## config.mk

```make
export PLATFORM = sky130hd
export DESIGN_NAME = phy_deep_sleep_control
export DESIGN_NICKNAME = d
export VERILOG_FILES = /design/src/hdl/deep_sleep_pkg.sv /design/src/hdl/energy_qualifier.sv /design/src/hdl/phy_deep_sleep_control.sv
export SDC_FILE = /design/constraint.sdc
export NUM_CORES = 1
export LEC_CHECK = 0
export BUFFER_PORTS_ARGS = -buffer_cell sky130_fd_sc_hd__buf_2
export CORE_MARGIN = 2
export CORE_UTILIZATION = 50
export DETAILED_ROUTE_END_ITERATION = 8
export HOLD_SLACK_MARGIN = 0.12
export PLACE_DENSITY = 0.78
export SETUP_SLACK_MARGIN = 0.2
export SYNTH_ARGS = -nofsm -noshare
export SYNTH_HDL_FRONTEND = slang
export SYNTH_SLANG_ARGS = --single-unit
```

## constraint.sdc

```tcl
create_clock -name clk -period 4.65 [get_ports clk]
set_input_delay 0.6975 -clock clk [delete_from_list [all_inputs] [get_ports clk]]
set_output_delay 0.6975 -clock clk [all_outputs]
set_load 0.01 [all_outputs]
```

## src/hdl/deep_sleep_pkg.sv

```systemverilog
// Constants, field layouts and types shared by the deep-sleep control logic.
package deep_sleep_pkg;

  // ------------------------------------------------------------------
  // Register map (management register numbers).
  // ------------------------------------------------------------------
  localparam logic [4:0]  ADDR_AFE_ZERO  = 5'h11;  // Front-end control zero.
  localparam logic [4:0]  ADDR_AFE_TWO   = 5'h13;  // Front-end control two.
  localparam logic [4:0]  ADDR_AFE_THREE = 5'h14;  // Front-end control three.

  // Reset values of the three registers.
  localparam logic [15:0] AFE_ZERO_RST  = 16'h0000;
  localparam logic [15:0] AFE_TWO_RST   = 16'h0000;
  localparam logic [15:0] AFE_THREE_RST = 16'h0000;

  // ------------------------------------------------------------------
  // Field positions.
  // ------------------------------------------------------------------
  localparam int          PD_SLOW_OSC_BIT  = 6;   // Power-down slow oscillator.
  localparam int          DET_THRESH_BIT   = 15;  // Pulse detector threshold.
  localparam int          UDS_SLOW_OSC_BIT = 0;   // Deepest-standby slow oscillator.
  // Bits of register 13h that have a non-volatile copy: [9:8] and [1:0].
  localparam logic [15:0] AFE_TWO_NV_MASK  = 16'h0303;

  // Layout of front-end control three.
  typedef struct packed {
    logic [8:0] reserved;          // Bits 15:7, read/write, default zero.
    logic       method_manual;     // 1 = host-commanded, 0 = automatic.
    logic       manual_sleep;      // 1 = enter deepest standby.
    logic       nonvolatile_shadow_enable; // 1 = use the retained copy.
    logic       sleep_enable;      // 1 = deepest standby permitted.
    logic       rx_term_disable;   // 1 = receive termination off.
    logic       long_loss_delay;   // 1 = increased energy-loss delay.
    logic       indication_low;    // 1 = energy indication active low.
  } afe_three_t;

  // ------------------------------------------------------------------
  // Timing.
  // ------------------------------------------------------------------
  localparam int CLK_PERIOD_NS      = 20;     // 50 MHz system clock.
  localparam int LOSS_SHORT_NS      = 2000;   // Minimum energy-loss delay.
  localparam int LOSS_LONG_NS       = 50000;  // Increased energy-loss delay.
  localparam int LOSS_SHORT_CYC     = (LOSS_SHORT_NS + CLK_PERIOD_NS - 1) / CLK_PERIOD_NS;
  localparam int LOSS_LONG_CYC      = (LOSS_LONG_NS + CLK_PERIOD_NS - 1) / CLK_PERIOD_NS;
  localparam int LOSS_CNT_W         = 12;     // Counter width for the delays.

  // ------------------------------------------------------------------
  // Standby state machine, Gray coded along RUN -> AUTO -> MANUAL.
  // ------------------------------------------------------------------
  typedef enum logic [1:0] {
    ST_RUN          = 2'b00,  // Normal operation.
    ST_AUTO_SLEEP   = 2'b01,  // Standby entered on loss of cable energy.
    ST_MANUAL_SLEEP = 2'b11   // Standby commanded by the host; reset only.
  } sleep_state_t;

endpackage

```

## src/hdl/energy_qualifier.sv

```systemverilog
// Synchroniser and loss-delay filter for the cable energy detector input.
`timescale 1ns/1ps
module energy_qualifier
  import deep_sleep_pkg::*;
(
  input  wire logic clk,             // System clock.
  input  wire logic rst_n,           // Asynchronous reset, active low.
  input  wire logic energy_raw,      // Cable energy detector, asynchronous.
  input  wire logic long_delay,      // Selects the increased loss delay.
  output logic      energy_q         // Qualified energy present.
);

  // ------------------------------------------------------------------
  // Two-flop synchroniser.
  // ------------------------------------------------------------------
  logic                  sync1_reg;  // First stage, read only by the second.
  logic                  sync2_reg;  // Safe synchronised level.
  logic [LOSS_CNT_W-1:0] loss_cnt_reg; // Cycles without energy.
  logic [LOSS_CNT_W-1:0] loss_limit;   // Selected loss delay.

  // The pin is sampled twice before anything looks at it.
  always_ff @(posedge clk or negedge rst_n) begin
    if (!rst_n) begin
      sync1_reg <= 1'b0;
      sync2_reg <= 1'b0;
    end else begin
      sync1_reg <= energy_raw;
      sync2_reg <= sync1_reg;
    end
  end

  // ------------------------------------------------------------------
  // Loss delay.
  // ------------------------------------------------------------------
  // The delay before energy is declared lost depends on the setting.
  assign loss_limit = long_delay ? LOSS_CNT_W'(LOSS_LONG_CYC) : LOSS_CNT_W'(LOSS_SHORT_CYC);

  // Energy returns at once; loss is only declared after the delay ran out.
  always_ff @(posedge clk or negedge rst_n) begin
    if (!rst_n) begin
      loss_cnt_reg <= '0;
      energy_q     <= 1'b0;
    end else if (sync2_reg) begin
      loss_cnt_reg <= '0;
      energy_q     <= 1'b1;
    end else if (loss_cnt_reg >= loss_limit - 1'b1) begin
      energy_q     <= 1'b0;
    end else begin
      loss_cnt_reg <= loss_cnt_reg + 1'b1;
    end
  end
endmodule

```

## src/hdl/phy_deep_sleep_control.sv

```systemverilog
// Low-power, slow-oscillator and deepest-standby control registers.
`timescale 1ns/1ps

module phy_deep_sleep_control
  import deep_sleep_pkg::*;
(
  input  wire logic        clk,                     // 50 MHz system clock.
  input  wire logic        rst_n,                   // Hardware reset, active low.
  input  wire logic        por_n,                   // Power-on reset of retained copy.
  input  wire logic        mgmt_req,                // Register access strobe.
  input  wire logic        mgmt_wr,                 // 1 = write, 0 = read.
  input  wire logic [4:0]  mgmt_addr,               // Register number.
  input  wire logic [15:0] mgmt_wdata,              // Write data.
  input  wire logic        power_down,              // Power-down request level.
  input  wire logic        cable_energy_raw,        // Cable energy detector pin.
  output logic [15:0]      mgmt_rdata,              // Read data.
  output logic             mgmt_rvalid,             // Read data valid, one cycle.
  output logic             slow_osc_select,         // 1 = run from slow oscillator.
  output logic             detector_high_en,        // High threshold comparator on.
  output logic             deep_sleep,              // Deepest standby active.
  output logic             cable_energy_indication, // Energy output pin level.
  output logic             rx_term_disable,         // Receive termination off.
  output logic             shadow_active            // Retained copy in use.
);

  // ------------------------------------------------------------------
  // Storage.
  // ------------------------------------------------------------------
  logic [15:0]  afe_zero_reg;      // Front-end control zero.
  logic [15:0]  afe_two_reg;       // Front-end control two.
  afe_three_t   afe_three_reg;     // Front-end control three.
  logic [15:0]  shadow_two_reg;    // Retained bits of control two.
  afe_three_t   shadow_three_reg;  // Retained copy of control three.
  logic         shadow_valid_reg;  // Retained copy has been written.
  logic         restore_pend_reg;  // Restore due after reset release.
  sleep_state_t state_reg;         // Standby state.
  sleep_state_t state_next;        // Next standby state.
  logic         energy_q;          // Qualified cable energy.
  logic         access_ok;         // Register access currently served.
  logic         wr_two;            // Write to control two.
  logic         wr_three;          // Write to control three.

  // Decodes a register number against one register address.
  function automatic logic hit(input logic [4:0] a, input logic [4:0] base);
    hit = (a == base);
  endfunction

  // ------------------------------------------------------------------
  // Energy input conditioning.
  // ------------------------------------------------------------------
  energy_qualifier u_energy (
    .clk        (clk),
    .rst_n      (rst_n),
    .energy_raw (cable_energy_raw),
    .long_delay (afe_three_reg.long_loss_delay),
    .energy_q   (energy_q)
  );

  // ------------------------------------------------------------------
  // Register access.
  // ------------------------------------------------------------------
  // In standby the fast clock is gone; access survives only on the slow one.
  assign access_ok = (state_reg == ST_RUN) || afe_two_reg[UDS_SLOW_OSC_BIT];
  assign wr_two    = mgmt_req && mgmt_wr && access_ok && hit(mgmt_addr, ADDR_AFE_TWO);
  assign wr_three  = mgmt_req && mgmt_wr && access_ok && hit(mgmt_addr, ADDR_AFE_THREE);

  // Writes store whole words; after reset a valid retained copy with its shadow enable set is reloaded.
  always_ff @(posedge clk or negedge rst_n) begin
    if (!rst_n) begin
      afe_zero_reg  <= AFE_ZERO_RST;
      afe_two_reg   <= AFE_TWO_RST;
      afe_three_reg <= afe_three_t'(AFE_THREE_RST);
    end else if (restore_pend_reg) begin
      // Restore the retained settings once, at the first edge after reset.
      if (shadow_valid_reg && shadow_three_reg.nonvolatile_shadow_enable) begin
        afe_two_reg   <= (afe_two_reg & ~AFE_TWO_NV_MASK) | (shadow_two_reg & AFE_TWO_NV_MASK);
        afe_three_reg <= shadow_three_reg;
      end
    end else if (mgmt_req && mgmt_wr && access_ok) begin
      if (hit(mgmt_addr, ADDR_AFE_ZERO)) begin
        afe_zero_reg <= mgmt_wdata;
      end
      if (wr_two) begin
        afe_two_reg <= mgmt_wdata;
      end
      if (wr_three) begin
        afe_three_reg <= afe_three_t'(mgmt_wdata);
      end
    end
  end

  // Restore is pending for exactly one edge after each reset.
  always_ff @(posedge clk or negedge rst_n) begin
    if (!rst_n) begin
      restore_pend_reg <= 1'b1;
    end else begin
      restore_pend_reg <= 1'b0;
    end
  end

  // Read data returns on the edge after the strobe; other numbers read zero.
  always_ff @(posedge clk or negedge rst_n) begin
    if (!rst_n) begin
      mgmt_rdata  <= 16'h0000;
      mgmt_rvalid <= 1'b0;
    end else begin
      mgmt_rvalid <= mgmt_req && !mgmt_wr && access_ok;
      if (mgmt_req && !mgmt_wr && access_ok) begin
        if (hit(mgmt_addr, ADDR_AFE_ZERO)) begin
          mgmt_rdata <= afe_zero_reg;
        end else if (hit(mgmt_addr, ADDR_AFE_TWO)) begin
          mgmt_rdata <= afe_two_reg;
        end else if (hit(mgmt_addr, ADDR_AFE_THREE)) begin
          mgmt_rdata <= afe_three_reg;
        end else begin
          mgmt_rdata <= 16'h0000;
        end
      end
    end
  end

  // ------------------------------------------------------------------
  // Retained copy, kept across hardware reset, cleared at power-on.
  // ------------------------------------------------------------------
  // Control two writes are mirrored while the shadow is enabled in control three; control three writes always are.
  always_ff @(posedge clk or negedge por_n) begin
    if (!por_n) begin
      shadow_two_reg   <= AFE_TWO_RST;
      shadow_three_reg <= afe_three_t'(AFE_THREE_RST);
      shadow_valid_reg <= 1'b0;
    end else if (!restore_pend_reg) begin
      if (wr_two && afe_three_reg.nonvolatile_shadow_enable) begin
        shadow_two_reg <= mgmt_wdata & AFE_TWO_NV_MASK;
      end
      if (wr_three) begin
        // Disabling the copy is itself retained so a reset will not reload it.
        shadow_three_reg <= afe_three_t'(mgmt_wdata);
        shadow_valid_reg <= 1'b1;
      end
    end
  end

  // ------------------------------------------------------------------
  // Standby state machine.
  // ------------------------------------------------------------------
  // Chooses entry by method; manual standby is left only through reset.
  always_comb begin
    state_next = state_reg;
    case (state_reg)
      ST_RUN: begin
        if (afe_three_reg.sleep_enable && !restore_pend_reg) begin
          if (afe_three_reg.method_manual) begin
            if (afe_three_reg.manual_sleep) begin
              state_next = ST_MANUAL_SLEEP;
            end
          end else if (!energy_q) begin
            state_next = ST_AUTO_SLEEP;
          end
        end
      end
      ST_AUTO_SLEEP: begin
        // Energy return, a method change or disabling standby wakes it.
        if (energy_q || !afe_three_reg.sleep_enable || afe_three_reg.method_manual) begin
          state_next = ST_RUN;
        end
      end
      ST_MANUAL_SLEEP: begin
        state_next = ST_MANUAL_SLEEP;
      end
      default: begin
        state_next = ST_RUN;
      end
    endcase
  end

  // State register; only the hardware reset returns from manual standby to normal operation.
  always_ff @(posedge clk or negedge rst_n) begin
    if (!rst_n) begin
      state_reg <= ST_RUN;
    end else begin
      state_reg <= state_next;
    end
  end

  // ------------------------------------------------------------------
  // Outputs, all registered.
  // ------------------------------------------------------------------
  // Clock selection, standby flag and front-end controls.
  always_ff @(posedge clk or negedge rst_n) begin
    if (!rst_n) begin
      slow_osc_select  <= 1'b0;
      detector_high_en <= 1'b0;
      deep_sleep       <= 1'b0;
      rx_term_disable  <= 1'b0;
      shadow_active    <= 1'b0;
    end else begin
      slow_osc_select  <= (afe_zero_reg[PD_SLOW_OSC_BIT] && power_down)
                        || (afe_two_reg[UDS_SLOW_OSC_BIT] && (state_next != ST_RUN));
      detector_high_en <= afe_two_reg[DET_THRESH_BIT];
      deep_sleep       <= (state_next != ST_RUN);
      rx_term_disable  <= afe_three_reg.rx_term_disable;
      shadow_active    <= afe_three_reg.nonvolatile_shadow_enable;
    end
  end

  // Energy indication: forced true while standby is disabled.
  always_ff @(posedge clk or negedge rst_n) begin
    if (!rst_n) begin
      cable_energy_indication <= 1'b1;
    end else if (!afe_three_reg.sleep_enable) begin
      cable_energy_indication <= !afe_three_reg.indication_low;
    end else begin
      cable_energy_indication <= energy_q ^ afe_three_reg.indication_low;
    end
  end
endmodule

```

==> flow_summary.toml <==
[global_route]
grt_max_degree = 50
grt_usage_pct = 20.21
grt_pass1_vias = 3263
grt_pass1_wl_mm = 16.31
antenna_found_initial = 0
gr-total-overflow = 0

[synthesis]
synthFlopType = "dfrtp_1"
synth.distinct_cells = 48
synth_top_area_share_pct = 55.56
synth_edf_count = 0
syn_area_um2 = 4865
yosys-top-cells-count = "dfrtp_1 (108), mux2_2 (83), nand2_1 (20), o21ai_0 (20), a222oi_1 (16)"
async_flop_share_pct = 100.0
post_synth.cell_area_avg_um2 = 13.18
synth_area_leaders = "dfrtp_1 (56%), mux2_2 (19%), a222oi_1 (3.3%)"
yosys_warnings = 0
yosys.area.top_type = "dfrtp_1"
ys_ff_latch = 110
yosysSeqAreaShare_pct = 56.64
yosysMostFrequentCell = "dfrtp_1"
syn_nets = 402
netlist_instances = 369

[critical_path]
worst-setup-path-type = "input port to register"
reg2reg_depth = 4
r2r_slack_ns = 2.12
r2r-end = "shadow_three_reg[14]"
arrival_ns = 3.05
timing.rr.start = "restore_pend_reg"
endpoint_kind = "register"
required_ns = 4.91
worstSetupStartpointType = "input port"
cp_max_fo = 18

[placed_design]
place_congestion = 0.8131
port-buffer-count = 50
dpl_worst_slack_ns = 1.430
place_area_um2 = 5211
place_hpwl_mm = 6.632

[cells_and_area]
layout-drive-gt1-share_pct = 38.10
diodes = 0
final_nets = 448
design_area_um2 = 5400
final_core_util_pct = 57.89
area_growth_pct = 11.01

[sta]
period_share_pct = 60.17
setup_slack_ns = 1.852
min_period_ns = 2.798
tns_ns = 0
slew_viol_final = 0
hold_violations = 0
clock.fmax_ghz = 0.3574
setup_viol = 0
fin_skew_ns = 0.01845
slew-limit-headroom_pct = 20.01
rsz0062_at_grt = "no"
tightest_slew_ns = 1.198

[drt]
vias = 3178
drc_errors = 0
vias_per_cell = 5.789
drt_iter0_markers = 254
wl_per_cell_um = 17.72
finalWirelength_mm = 9.731
drt_first_pass_iters = 5
antenna_left = 0

[pwr]
leakagePower_uw = 0.002514
pwr-share-comb_pct = 10.4
p_sw_uw = 494.7
p_int_uw = 1353
irDropWorstVdd_mv = 0.1924
p_clk_share_pct = 29.9
p_seq_share_pct = 59.7
sw_frac_of_total_pct = 26.78
power.total_uw = 1847
powerDensity_nw_per_um2 = 342.1

[clocking]
clk_pin_slew_ns = 0.12
clk_latency_ns = 0.38
postCtsHoldBufs = 0
clockBufferDepth = 2
cts-root-buf = "clkbuf_8"
clock_sinks = 110
cts-resized-gates = 0
tritoncts = "done"
numCtsBuffers = 9
htreeDepth = 3
cts_setup_buffers = 0

[run_status]
status = "finished clean"

[floorplan]
core_um2 = 9328
die_height_um = 102.6
std_cell_rows = 35
start_util_pct = 52.15
dieArea_um2 = 10530
die_w_um = 102.6
ios = 51

[job]
max-cap-violations = 0

[hold_path]
min_path_type = "input port to asynchronous set/reset pin"
[worst max path at each step]
stage | start | endpoint | slack [ns] | depth (start not counted)
finish | mgmt_addr[1] | shadow_three_reg[14] | 1.85 | 5
global route | mgmt_addr[1] | shadow_three_reg[14] | 1.61 | 5
CTS | mgmt_addr[1] | shadow_three_reg[14] | 1.84 | 5
detailed placement | mgmt_addr[1] | shadow_three_reg[14] | 1.43 | 5
global placement | mgmt_addr[1] | shadow_three_reg[10] | 1.53 | 5
floorplan | mgmt_addr[1] | afe_three_reg[10] | 2.55 | 5
[kinds of logic after synthesis]
family,synth area share (%)
xor gates and xnor gates,0.1801
buffers and inverters,2.906
AOI/OAI and AO/OA,11.19
other,0.07709
DFF,56.64
and+or+nand+nor,7.897
adders and majority gates,1.286
muxes,19.83
[cell usage in the layout (no fill, tap or decap), types with 3 or more instances in the layout]
cell type	count
clkbuf_8	9
o21ai_0	20
or4b_1	3
o41ai_1	3
a222oi_1	16
mux2_2	83
nand2_1	20
or4_1	8
nor2_1	7
buf_4	6
nand2b_1	4
nand3_1	6
mux2i_1	3
a21oi_1	12
dfrtp_1	108
inv_1	8
o31ai_1	8
ha_1	5
buf_2	49
[final cells by class]
| type | instances | area (um^2) |
|---|---|---|
| clock buffer | 10 | 127.6 |
| clock inverter | 6 | 61.31 |
| timing repair buffer | 55 | 290.3 |
| fill | 765 | 3928 |
| tap | 129 | 161.4 |
| sequential | 110 | 2755 |
| multi-input combinational | 231 | 1974 |
| inverter | 8 | 30.03 |
[power by group through the flow]
| stage | Sequential (uW) | Clock (uW) | Combinational (uW) |
|---|---|---|---|
| 6_report | 1100 | 552 | 191 |
| 5_1_grt | 1120 | 603 | 213 |
| 4_1_cts | 1100 | 563 | 195 |
| 2_1_floorplan | 1110 | 0 | 120 |
| 3_3_place_gp | 1120 | 0 | 185 |
| 3_5_place_dp | 1120 | 0 | 194 |
[stage by stage]
| step | hold slack, ns | instances |
|---|---|---|
| floorplan | 0.3312 | 369 |
| global placement | 0.3393 | 533 |
| detailed placement | 0.3347 | 533 |
| CTS | 0.2702 | 549 |
| global route | 0.2798 | 549 |
| finish | 0.2620 | 549 |
[metal layers]
metal / wire (um) / share of wire (%) / track usage [%] / up-vias
met2: 4969 / 51 / 34.04 / 63
met3: 326 / 3.4 / 4.407 / 12
met4: 155 / 1.6 / 6.564 / 0
met1: 4279 / 44 / 26.22 / 1617
met5: 0 / 0 / 0 / -
li1: - / - / - / 1486
[critical path, stage by stage]
cell	delay [ns]
buf_2	0.13
nor4b_1	0.36
and2_1	0.71
nand2b_1	0.66
mux2_2	0.49
Note: power is estimated with default switching activity, not from simulation.
